--- src/sfcu_map.vh ---
// Constants for the skip and flow control unit.
// Assumes inclusion by the core and by the bench files that use it; definitions only.
`ifndef SFCU_MAP_VH
`define SFCU_MAP_VH

// ----------------------------------------
// Operation codes on i_op
// ----------------------------------------
`define SFCU_OP_W 4
`define SFCU_OP_NONE 4'h0
`define SFCU_OP_TLS_IO 4'h1
`define SFCU_OP_THS_IO 4'h2
`define SFCU_OP_TLS_MEM 4'h3
`define SFCU_OP_THS_MEM 4'h4
`define SFCU_OP_INC_ACC 4'h5
`define SFCU_OP_DEC_ACC 4'h6
`define SFCU_OP_INC_MEM 4'h7
`define SFCU_OP_DEC_MEM 4'h8
`define SFCU_OP_CALL 4'h9
`define SFCU_OP_JUMP 4'hA
`define SFCU_OP_RET_IMM 4'hB
`define SFCU_OP_RET 4'hC
`define SFCU_OP_RETI 4'hD
`define SFCU_OP_PCADD 4'hE

// ----------------------------------------
// Flag vector positions
// ----------------------------------------
`define SFCU_FLAG_Z 0
`define SFCU_FLAG_C 1
`define SFCU_FLAG_AC 2
`define SFCU_FLAG_OV 3

// ----------------------------------------
// Reset values and stack step
// ----------------------------------------
`define SFCU_PC_RST 12'h000
`define SFCU_SP_RST 8'h00
`define SFCU_SP_STEP 8'h02

`endif

--- src/sfcu_stack_mem.v ---
// Stack memory for return addresses, one word per stack slot.
// Assumes the caller addresses it with the byte stack pointer halved.
`timescale 1ns/1ns
module sfcu_stack_mem #(
  parameter AW = 3,
  parameter DW = 12
) (
  // Clock
  input wire i_mclk,
  // Write port
  input wire i_we,
  input wire [AW-1:0] i_waddr,
  input wire [DW-1:0] i_wdata,
  // Read port
  input wire [AW-1:0] i_raddr,
  output reg [DW-1:0] o_rdata
);
  reg [DW-1:0] mem [0:(1<<AW)-1];

  always @(posedge i_mclk) begin
    if (i_we) begin
      mem[i_waddr] <= i_wdata;
    end
    o_rdata <= mem[i_raddr];
  end
endmodule // sfcu_stack_mem

--- src/sfcu_core.v ---
// Skip and flow control unit: executes bit-test skips, inc/dec-and-skip,
// calls, jumps, returns and computed jumps of a small 8-bit core.
// Assumes the fetch logic presents one decoded instruction on i_op with
// i_op_valid, holds it until o_busy falls, and supplies operands.
`timescale 1ns/1ns
`include "sfcu_map.vh"

// Overview of operation
// [RULE1] IO bit test skips next instruction if bit low/high; flags unchanged.
// [RULE2] Memory bit test skips next instruction if bit low/high; flags unchanged.
// [RULE3] Working register increment updates four flags, skips when result zero.
// [RULE4] Working register decrement updates four flags, skips when result zero.
// [RULE5] Memory increment writes byte plus one, updates flags, skips on zero.
// [RULE6] Memory decrement writes byte minus one, updates flags, skips on zero.
// [RULE7] Call stores next address at stack pointer, loads target, pointer plus two.
// [RULE8] Jump loads any program address into the program counter.
// [RULE9] Return with immediate loads the byte into working register, then returns.
// [RULE10] Return lowers stack pointer by two, reloads counter from that slot.
// [RULE11] Interrupt return restores counter and sets global interrupt enable in the same cycle.
// [RULE12] Computed jump adds unsigned working register to the program counter.
// [RULE13] Skips take one cycle when not taken, two cycles when taken.
// [RULE14] Jump, call, computed jump and returns take two cycles.
// [RULE15] A skip discards exactly the next instruction with no side effects.
module sfcu_core #(
  parameter PCW = 12,
  parameter SAW = 3
) (
  // Clock and reset
  input wire i_mclk,
  input wire i_reset,
  // Instruction
  input wire i_op_valid,
  input wire [`SFCU_OP_W-1:0] i_op,
  input wire [2:0] i_bit_sel,
  input wire [PCW-1:0] i_target,
  input wire [7:0] i_imm,
  // Operands
  input wire [7:0] i_io_data,
  input wire [7:0] i_mem_data,
  input wire [7:0] i_acc,
  // Results
  output reg o_busy,
  output reg o_skip,
  output reg [PCW-1:0] o_pc,
  output reg [7:0] o_stack_pointer,
  output reg o_acc_we,
  output reg [7:0] o_acc,
  output reg o_mem_we,
  output reg [7:0] o_mem_wdata,
  output reg o_flags_we,
  output reg [3:0] o_flags,
  output reg o_gie_set
);
  // ----------------------------------------
  // States
  // ----------------------------------------
  localparam [2:0] ST_EXEC = 3'b001;
  localparam [2:0] ST_WAIT = 3'b010;
  localparam [2:0] ST_RET = 3'b100;

  reg [2:0] state_r;
  reg [2:0] state_nxt;
  reg skip_pend_r;
  reg reti_r;

  // ----------------------------------------
  // Arithmetic
  // ----------------------------------------
  function [11:0] sfcu_incdec;
    input [7:0] a;
    input dec;
    reg [8:0] s;
    reg [4:0] h;
    reg [7:0] b;
    begin
      b = dec ? 8'hFF : 8'h01;
      s = {1'b0, a} + {1'b0, b};
      h = {1'b0, a[3:0]} + {1'b0, b[3:0]};
      // Borrow on decrement is the inverted carry of a + 0xFF
      sfcu_incdec[7:0] = s[7:0];
      sfcu_incdec[8+`SFCU_FLAG_Z] = (s[7:0] == 8'h00);
      sfcu_incdec[8+`SFCU_FLAG_C] = dec ? ~s[8] : s[8];
      sfcu_incdec[8+`SFCU_FLAG_AC] = dec ? ~h[4] : h[4];
      sfcu_incdec[8+`SFCU_FLAG_OV] = (a[7] == b[7]) && (s[7] != a[7]);
    end
  endfunction

  wire is_dec = (i_op == `SFCU_OP_DEC_ACC) || (i_op == `SFCU_OP_DEC_MEM);
  wire is_mem = (i_op == `SFCU_OP_INC_MEM) || (i_op == `SFCU_OP_DEC_MEM);
  wire [7:0] arith_in = is_mem ? i_mem_data : i_acc;
  wire [11:0] arith = sfcu_incdec(arith_in, is_dec);
  wire io_bit = i_io_data[i_bit_sel];
  wire mem_bit = i_mem_data[i_bit_sel];
  wire [PCW-1:0] pc_inc = o_pc + {{(PCW-1){1'b0}}, 1'b1};
  wire [PCW-1:0] pc_add = o_pc + {{(PCW-8){1'b0}}, i_acc};

  // ----------------------------------------
  // Stack memory
  // ----------------------------------------
  wire [7:0] sp_dec = o_stack_pointer - `SFCU_SP_STEP;
  wire [PCW-1:0] stack_rdata;
  wire is_ret = (i_op == `SFCU_OP_RET) || (i_op == `SFCU_OP_RET_IMM) ||
    (i_op == `SFCU_OP_RETI);
  wire take = i_op_valid && (state_r == ST_EXEC) && !skip_pend_r;

  sfcu_stack_mem #(
    .AW(SAW),
    .DW(PCW)
  ) u_stack (
    .i_mclk(i_mclk),
    .i_we(take && (i_op == `SFCU_OP_CALL)),
    .i_waddr(o_stack_pointer[SAW:1]),
    .i_wdata(pc_inc),
    .i_raddr(sp_dec[SAW:1]),
    .o_rdata(stack_rdata)
  );

  // ----------------------------------------
  // Skip decision
  // ----------------------------------------
  reg cond;
  always @* begin
    case (i_op)
      `SFCU_OP_TLS_IO: cond = !io_bit; // RULE1
      `SFCU_OP_THS_IO: cond = io_bit; // RULE1
      `SFCU_OP_TLS_MEM: cond = !mem_bit; // RULE2
      `SFCU_OP_THS_MEM: cond = mem_bit; // RULE2
      `SFCU_OP_INC_ACC, `SFCU_OP_DEC_ACC,
      `SFCU_OP_INC_MEM, `SFCU_OP_DEC_MEM: cond = arith[8+`SFCU_FLAG_Z]; // RULE3 RULE4
      default: cond = 1'b0;
    endcase
  end

  always @* begin
    state_nxt = state_r;
    case (state_r)
      ST_EXEC: begin
        if (take) begin
          if (is_ret) begin
            state_nxt = ST_RET;
          end else if (i_op != `SFCU_OP_NONE && (cond || i_op >= `SFCU_OP_CALL)) begin
            state_nxt = ST_WAIT; // RULE13 RULE14
          end
        end
      end
      ST_WAIT: state_nxt = ST_EXEC;
      ST_RET: state_nxt = ST_EXEC;
      default: state_nxt = ST_EXEC;
    endcase
  end

  // ----------------------------------------
  // Execution
  // ----------------------------------------
  always @(posedge i_mclk or posedge i_reset) begin
    if (i_reset) begin
      state_r <= ST_EXEC;
      skip_pend_r <= 1'b0;
      reti_r <= 1'b0;
      o_busy <= 1'b0;
      o_skip <= 1'b0;
      o_pc <= `SFCU_PC_RST;
      o_stack_pointer <= `SFCU_SP_RST;
      o_acc_we <= 1'b0;
      o_acc <= 8'h00;
      o_mem_we <= 1'b0;
      o_mem_wdata <= 8'h00;
      o_flags_we <= 1'b0;
      o_flags <= 4'h0;
      o_gie_set <= 1'b0;
    end else begin
      state_r <= state_nxt;
      o_busy <= (state_nxt != ST_EXEC);
      o_acc_we <= 1'b0;
      o_mem_we <= 1'b0;
      o_flags_we <= 1'b0;
      o_gie_set <= 1'b0;
      o_skip <= 1'b0;
      if (state_r == ST_RET) begin
        o_pc <= stack_rdata; // RULE10
        o_gie_set <= reti_r; // RULE11
        reti_r <= 1'b0;
      end else if (state_r == ST_EXEC && i_op_valid) begin
        if (skip_pend_r) begin
          // Discarded slot: only the counter moves on
          skip_pend_r <= 1'b0;
          o_pc <= pc_inc; // RULE15
        end else begin
          o_pc <= pc_inc;
          case (i_op)
            `SFCU_OP_TLS_IO, `SFCU_OP_THS_IO,
            `SFCU_OP_TLS_MEM, `SFCU_OP_THS_MEM: begin
              skip_pend_r <= cond; // RULE1 RULE2
              o_skip <= cond;
            end
            `SFCU_OP_INC_ACC, `SFCU_OP_DEC_ACC: begin
              o_acc <= arith[7:0]; // RULE3 RULE4
              o_acc_we <= 1'b1;
              o_flags <= arith[11:8];
              o_flags_we <= 1'b1;
              skip_pend_r <= cond;
              o_skip <= cond;
            end
            `SFCU_OP_INC_MEM, `SFCU_OP_DEC_MEM: begin
              o_mem_wdata <= arith[7:0]; // RULE5 RULE6
              o_mem_we <= 1'b1;
              o_flags <= arith[11:8];
              o_flags_we <= 1'b1;
              skip_pend_r <= cond;
              o_skip <= cond;
            end
            `SFCU_OP_CALL: begin
              o_pc <= i_target; // RULE7
              o_stack_pointer <= o_stack_pointer + `SFCU_SP_STEP; // RULE7
            end
            `SFCU_OP_JUMP: o_pc <= i_target; // RULE8
            `SFCU_OP_RET_IMM, `SFCU_OP_RET, `SFCU_OP_RETI: begin
              if (i_op == `SFCU_OP_RET_IMM) begin
                o_acc <= i_imm; // RULE9
                o_acc_we <= 1'b1;
              end
              o_stack_pointer <= sp_dec; // RULE10
              reti_r <= (i_op == `SFCU_OP_RETI); // RULE11
            end
            `SFCU_OP_PCADD: o_pc <= pc_add; // RULE12
            default: begin
            end
          endcase
        end
      end
    end
  end
endmodule // sfcu_core

--- config.mk ---
export PLATFORM = sky130hd
export DESIGN_NAME = sfcu_core
export DESIGN_NICKNAME = d
export VERILOG_FILES = /design/src/sfcu_stack_mem.v /design/src/sfcu_core.v
export VERILOG_INCLUDE_DIRS = /design/src /design/src/src
export SDC_FILE = /design/constraint.sdc
export NUM_CORES = 1
export LEC_CHECK = 0
export ABC_AREA = 1
export ABC_CLOCK_PERIOD_IN_PS = 2900
export BUFFER_PORTS_ARGS = -buffer_cell sky130_fd_sc_hd__buf_2
export CAP_MARGIN = 20
export CORE_MARGIN = 2
export CORE_UTILIZATION = 35
export CTS_CLUSTER_DIAMETER = 60
export DETAILED_ROUTE_END_ITERATION = 10
export PLACE_DENSITY = 0.53
export RECOVER_POWER = 25
export SYNTH_ARGS = -nofsm -noshare
export SYNTH_HDL_FRONTEND = slang
export SYNTH_SLANG_ARGS = --single-unit
--- constraint.sdc ---
create_clock -name i_mclk -period 2.9 [get_ports i_mclk]
set_input_delay 0.58 -clock i_mclk [delete_from_list [all_inputs] [get_ports i_mclk]]
set_output_delay 0.58 -clock i_mclk [all_outputs]
set_load 0.02 [all_outputs]
==> results of run 1 <==
==> worst register-to-register path, stage by stage, from the launching register on <==
cell     delay, ns
dfrtp_1       0.46
ha_1          0.29
fa_1          0.22
nand2_1       0.07
o21ai_0       0.23
nand2_1       0.11
nand2_1       0.08
a21oi_1       0.07
or2_2         0.28
nand2_1       0.07
nand2_1       0.06
nand2_1       0.10
nand2_1       0.06
nand2_1       0.05
nand3_1       0.06
nand2_1       0.06
nand2_1       0.05
nand2_1       0.07
nand2_1       0.04
nand2_1       0.07
==> how the worst max path moves through the flow <==
| stage | from | cells after the start | slack, ns | endpoint |
|---|---|---|---|---|
| 2_1_floorplan | o_stack_pointer[1]$_DFFE_PP0P_ | 5 | 0.30 | u_stack.mem[3][0]$_DFFE_PP_ |
| 3_3_place_gp | i_op[1] | 19 | 0.14 | state_r[1]$_DFF_PP0_ |
| 3_5_place_dp | i_op[1] | 19 | 0.09 | state_r[1]$_DFF_PP0_ |
| 4_1_cts | o_pc[0]$_DFFE_PP0P_ | 19 | 0.35 | o_pc[10]$_DFFE_PP0P_ |
| 5_1_grt | o_pc[0]$_DFFE_PP0P_ | 19 | 0.04 | o_pc[10]$_DFFE_PP0P_ |
| 6_report | o_pc[0]$_DFFE_PP0P_ | 19 | 0.35 | o_pc[10]$_DFFE_PP0P_ |
==> state kept, by name, summed over array words and instances (netlist names), 3 cells and up <==
signal / cells
u_stack.mem: 96
o_pc: 12
u_stack.o_rdata: 12
o_acc: 8
o_mem_wdata: 8
o_stack_pointer: 7
o_flags: 4
state_r: 3
==> power breakdown <==
group	switching, mW	total [mW]	internal [mW]	leakage, nW
Combinational	2.63	3.88	1.25	2.17
Sequential	0.300	3.32	3.02	1.58
Clock	1.00	2.23	1.23	0.288
==> per-stage QoR <==
stage | cells | setup WS, ns
floorplan | 868 | 0.297
global placement | 1253 | 0.136
detailed placement | 1253 | 0.0865
CTS | 1285 | 0.352
global route | 1285 | 0.0354
finish | 1285 | 0.354
==> cells in the final DEF (no fill, tap or decap), drive strengths merged, types with 14 or more instances in the layout <==
cell / count
nor3: 14
buf: 106
inv: 85
a21oi: 29
o21ai: 107
xor2: 16
a31oi: 15
nor2: 144
nand3: 50
nand2: 158
dfrtp: 49
clkbuf: 39
o22ai: 17
ha: 15
edfxtp: 96
==> routing by layer <==
layer / vias up / share of wire [%]
met2: 126 / 47
met5: - / 0
met4: 0 / 1.1
met1: 2993 / 48
li1: 3207 / -
met3: 20 / 3.7
==> layout make-up <==
type / count / area share (%)
Clock buffer: 17 / 4.49
Multi-Input combinational cell: 602 / 33.3
Tap cell: 285 / 3.77
Sequential cell: 158 / 46.2
Inverter: 80 / 3.17
Clock inverter: 15 / 1.86
Timing Repair Buffer: 128 / 7.22
==> logic make-up (layout without fill, tap and decap cells) <==
group,after synthesis,in the layout,share of synthesized area (%)
simple gates,375,375,21.0
fa+ha+maj,16,16,2.62
buf+inv,108,240,5.45
other cells,1,1,0.0473
flops,158,158,55.1
compound gates,192,192,13.7
xor+xnor,18,18,1.99
==> flow_summary_export.csv, run 1 <==
group,metric,value,unit
clock_tree,worstSkewPairLatency,0.43,ns
logic_synthesis,netlist_instances,868,
finish,final_util,42.2,%
floorplanning,die-area,0.0239,sq mm
logic_synthesis,yosysUniqueCellTypes,49,
floorplanning,core_area,0.0224,sq mm
sta,relSlewSlack,16.8,%
worst_setup_path,cp_top_family,"simple AND/OR/NAND/NOR gates",
sta,clock_skew,0.00692,ns
clock_tree,cts-root-buf,"clkbuf_16",
status,status,"finished, final reports clean",
route,ant_nets,0,
worst_setup_path,reg2reg_depth,19,
sta,rsz0062_at_grt,"false",
clock_tree,hold_buffers,0,
clock_tree,post_cts_resized,0,
worst_setup_path,rr_endpoint,"o_pc[10]$_DFFE_PP0P_",
global_route,overflow,0,
finish,antennaDiodeCount,0,
logic_synthesis,ys_seq_area_share,55.1,%
worst_setup_path,r2r_start,"o_pc[0]$_DFFE_PP0P_",
route,post_drt_via_cell_ratio,4.94,
worst_setup_path,crit_path_end_kind,"register",
logic_synthesis,synth_seq_cells,158,
finish,final_area,0.00947,sq mm
run,maxCapViolations,0,
sta,hold_violations,0,
route,wl_per_cell,16.2,microns
finish,multi_input_area,0.00315,sq mm
power,peakVddDrop,0.512,mV
global_route,antenna_found_initial,0,
logic_synthesis,async_reset_ff_share,31.6,%
clock_tree,clk_pin_slew,0.07,ns
route,drc,0,
sta,period_minus_slack,2.55,ns
power,p_total,9.43,mW
logic_synthesis,synth_nets,938,
route,dr.pass1.iters,5,
global_route,met3_usage,2.86,%
worst_hold_path,hold_path.class,"in2async",
finish,regArea,0.00438,sq mm
sta,finalSetupViolCount,0,
logic_synthesis,synth-edff-count,96,
clock_tree,cts_tree,"built",
worst_setup_path,start_kind,"register",
finish,fillers,2225,
placement,dpl_cell_area,0.00890,sq mm
logic_synthesis,avgSynthCellArea,9.14,sq um
floorplanning,die_w,155,microns
logic_synthesis,yosys-top-cells-count,"138 x nand2_1, 138 x nor2_1, 104 x o21ai_0",
sta,fin_crit_sh,87.8,%
placement,globalplace.congestion,0.870,
global_route,grtUsageTotal,17.8,%
power,leakage,4.04,nW
worst_setup_path,cp_max_fo,6,
logic_synthesis,synthTopCellsByArea,"edfxtp_1 36%, dfrtp_1 15%, o21ai_0 6.6%",
clock_tree,clk_path_buf_depth,2,
global_route,busiest_layer,"met2",
global_route,grtUsageMet1,24.7,%
logic_synthesis,synth-main-ff-cell,"edfxtp_1",
floorplanning,std_cell_rows,55,
logic_synthesis,yosys_warnings,0,
clock_tree,cts.sinks,158,
global_route,use_met2,28.7,%
route,vias,6346,
finish,drive_gt1_share,18.7,%
worst_setup_path,critPathBufInv,0,
worst_setup_path,crit_slowest_cell,"dfrtp_1",
worst_setup_path,crit_arrival,2.92,ns
route,routed_wl,20800,microns
global_route,grt_max_degree,53,
worst_setup_path,required,3.27,ns
worst_setup_path,r2r_slack,0.35,ns
floorplanning,die-height,155,microns
placement,place.port_buffers,98,
placement,place_hpwl,15000,microns
power,powerDensity,996,mW/mm^2
sta,timing.hold.ws,0.264,ns
worst_setup_path,path_cells,"ha_1 -> fa_1 -> nand2_1 -> o21ai_0 -> nand2_1 -> nand2_1 -> a21oi_1 -> or2_2 -> nand2_1 -> nand2_1 -> nand2_1 -> nand2_1 -> nand2_1 -> nand3_1 -> nand2_1 -> nand2_1 -> nand2_1 -> nand2_1 -> nand2_1",
global_route,grt_pass1_wl,32900,microns
worst_setup_path,critPathKind,"reg2reg",
clock_tree,htreeDepth,4,
clock_tree,numCtsBuffers,17,
sta,tns,0,ns
logic_synthesis,yosys.area.top_type,"edfxtp_1",
sta,slew_violations,0,
route,drt-initial-drc-count,457,
floorplanning,start_util,35.4,%
global_route,grt_pass1_vias,6093,
clock_tree,cts_setup_buffers,0,
finish,area_growth,19.3,%
sta,max_slew.worst_pin.slew,1.25,ns
worst_setup_path,slowest_delay,0.46,ns
floorplanning,io-pin-count,100,
sta,timing.fmax,0.393,GHz
worst_setup_path,crit_path_frequent_cell,"nand2_1",
logic_synthesis,synth_top_cell_area_share,36.3,%
logic_synthesis,mappedNetlistArea,0.00794,sq mm
finish,final_nets,1057,
Note: power is estimated with default switching activity, not from simulation.
==> run 2, diff against run 1 <==
--- a/config.mk
+++ b/config.mk
@@ -7,14 +7,14 @@
 export NUM_CORES = 1
 export LEC_CHECK = 0
 export ABC_AREA = 1
-export ABC_CLOCK_PERIOD_IN_PS = 2900
+export ABC_CLOCK_PERIOD_IN_PS = 2150
 export BUFFER_PORTS_ARGS = -buffer_cell sky130_fd_sc_hd__buf_2
 export CAP_MARGIN = 20
 export CORE_MARGIN = 2
 export CORE_UTILIZATION = 35
 export CTS_CLUSTER_DIAMETER = 60
 export DETAILED_ROUTE_END_ITERATION = 10
-export PLACE_DENSITY = 0.53
+export PLACE_DENSITY = 0.55
 export RECOVER_POWER = 25
 export SYNTH_ARGS = -nofsm -noshare
 export SYNTH_HDL_FRONTEND = slang
==> constraint.sdc (replaced) <==
create_clock -name i_mclk -period 2.15 [get_ports i_mclk]
set_input_delay 0.43 -clock i_mclk [delete_from_list [all_inputs] [get_ports i_mclk]]
set_output_delay 0.43 -clock i_mclk [all_outputs]
set_load 0.02 [all_outputs]
==> flow_summary_export.csv, run 2 (synthesized netlist as in run 1, its figures left out) <==
group,metric,value,unit
clock_tree,clk_pin_slew,0.07,ns
route,wl_per_cell,15.8,microns
sta,clock_skew,0.00937,ns
worst_hold_path,hold_path.class,"in2reg",
finish,largest_reg_flops,96,
placement,dp.cells,1361,
sta,relSlewSlack,11.2,%
power,powerDensity,1240,mW/mm^2
floorplanning,core_area,0.0224,sq mm
power,comb_power_share,46.3,%
power,clockPowerShare,21.0,%
clock_tree,cts-root-buf,"clkbuf_16",
worst_setup_path,crit_arrival,2.52,ns
sta,slew_violations,0,
worst_setup_path,start_kind,"register",
sta,hold_violations,0,
finish,final_common_cell,"buf_4",
worst_setup_path,required,2.46,ns
finish,fin_cells,1403,
worst_hold_path,hold-path-cell-count,3,
global_route,overflow,0,
route,routed_wl,22200,microns
power,seqPwrFrac,32.8,%
clock_tree,cts_tree,"built",
sta,rsz0062_at_grt,"true",
clock_tree,clk_path_buf_depth,2,
placement,place_ws,-0.371,ns
floorplanning,die-height,155,microns
finish,drive_gt1_share,36.0,%
power,p_sw_share,41.1,%
route,drc,0,
floorplanning,die-area,0.0239,sq mm
floorplanning,start_util,35.4,%
route,vias,6894,
finish,antennaDiodeCount,0,
worst_setup_path,cp_max_fo,3,
clock_tree,cts.sinks,158,
worst_setup_path,crit_path_end_kind,"register",
sta,finalSetupViolCount,2,
worst_setup_path,cp_top_family,"simple AND/OR/NAND/NOR gates",
global_route,grt_pass1_wl,34900,microns
sta,period_minus_slack,2.21,ns
route,ant_nets,0,
route,dr.pass1.iters,5,
power,power_switching,5.57,mW
finish,final_cell_mix,"136 x buf_4, 130 x nor2_1, 114 x nand2_1, 99 x o21ai_0, 96 x edfxtp_1",
clock_tree,numCtsBuffers,17,
power,leakage,4.74,nW
finish,area_growth,37.1,%
power,internal_power,7.97,mW
worst_setup_path,critPathKind,"reg2reg",
worst_setup_path,cp.depth,19,
floorplanning,die_w,155,microns
global_route,grt_max_degree,52,
floorplanning,io-pin-count,100,
status,status,"finished, violations left",
power,peakVddDrop,0.676,mV
floorplanning,std_cell_rows,55,
worst_setup_path,crit_slowest_cell,"dfrtp_2",
clock_tree,htreeDepth,4,
worst_setup_path,reg2reg_depth,19,
finish,largest_registers,"u_stack.mem: 96 flops, o_pc: 12 flops, u_stack.o_rdata: 12 flops",
run,maxCapViolations,0,
route,post_drt_via_cell_ratio,4.91,
worst_setup_path,slowest_delay,0.44,ns
placement,globalplace.congestion,0.885,
clock_tree,worstSkewPairLatency,0.42,ns
sta,max_slew.worst_pin.slew,1.33,ns
worst_setup_path,path_cells,"ha_4 -> fa_2 -> nand2_2 -> o21ai_2 -> nand2_1 -> nand2_1 -> a21oi_2 -> or2_4 -> nand2_2 -> nand2_2 -> nand2_2 -> nand2_1 -> nand2_1 -> nand3_1 -> nand2_1 -> nand2_1 -> nand2_1 -> nand2_1 -> nand2_1",
sta,timing.fmax,0.453,GHz
worst_setup_path,crit_path_frequent_cell,"nand2_1",
finish,regMostFlops,"u_stack.mem",
sta,fin_ws,-0.0596,ns
sta,fin_crit_sh,103,%
placement,place.port_buffers,98,
placement,place_hpwl,16000,microns
status,failed_checks,"setup timing",
route,drt-initial-drc-count,451,
global_route,grtUsageTotal,18.6,%
worst_setup_path,critPathBufInv,0,
finish,final_nets,1175,
global_route,antenna_found_initial,0,
global_route,grt_pass1_vias,6640,
run 2: through the flow:
stage | setup TNS, ns | utilization, % | power (mW) | hold WS (ns) | cell area, sq um
finish | -0.0922 | 48.5 | 13.5 | 0.282 | 10900
detailed placement | -9.26 | 44.5 | 10.5 | 0.461 | 9990
global route | -1.19 | 48.5 | 14.4 | 0.282 | 10900
global placement | -9.00 | 44.5 | 10.4 | 0.464 | 9990
CTS | -0.104 | 47.3 | 13.4 | 0.0592 | 10600
floorplan | -8.19 | - | 8.09 | 0.464 | 8100
run 2: repair_timing:
action                                  4_1_cts  5_1_grt
resized for setup                            13       62
endpoints found under the hold margin         0        0
setup buffers                                 2        8
hold buffers                                  0        0
endpoints found under the setup margin        6       35
pin swaps                                     6       30
run 2: power by group through the flow:
stage	Sequential, mW	Clock (mW)	Combinational, mW
floorplan	4.86	0	3.23
global placement	4.50	0	5.92
detailed placement	4.49	0	5.98
CTS	4.43	2.89	6.09
global route	4.49	3.00	6.95
finish	4.43	2.84	6.27
run 2: path summary, 6_finish.rpt:
kind | start | end | slack, ns
max | o_pc[0]$_DFFE_PP0P_ | o_pc[10]$_DFFE_PP0P_ | -0.06
min | i_imm[3] | o_acc[3]$_DFFE_PP0P_ | 0.28
max reg2reg | o_pc[0]$_DFFE_PP0P_ | o_pc[10]$_DFFE_PP0P_ | -0.06
min reg2reg | o_acc[3]$_DFFE_PP0P_ | o_acc[3]$_DFFE_PP0P_ | 0.48
max in group asynchronous | i_reset | o_pc[1]$_DFFE_PP0P_ | 0.80
min in group asynchronous | i_reset | o_stack_pointer[2]$_DFFE_PP0P_ | 0.46
run 2: cell type report:
type | instances | area (sq um)
Tap cell | 285 | 357
Clock inverter | 13 | 124
Clock buffer | 19 | 433
Sequential cell | 158 | 4380
Timing Repair Buffer | 246 | 1730
Fill cell | 2165 | 11600
Inverter | 80 | 305
Multi-Input combinational cell | 602 | 3550
run 2: tightest hold or removal path, cell delays in order:
cell	delay, ns
buf_2	0.08
o211ai_1	0.09
nand2_1	0.06
run 2: metal layers:
metal  global-route usage [%]  share of wire, %  up-vias
li1                         -                 -     3433
met1                     25.2                46     3273
met3                     3.08               4.4       25
met4                     5.11               1.5        0
met5                        0                 0        -
met2                     31.0                48      163
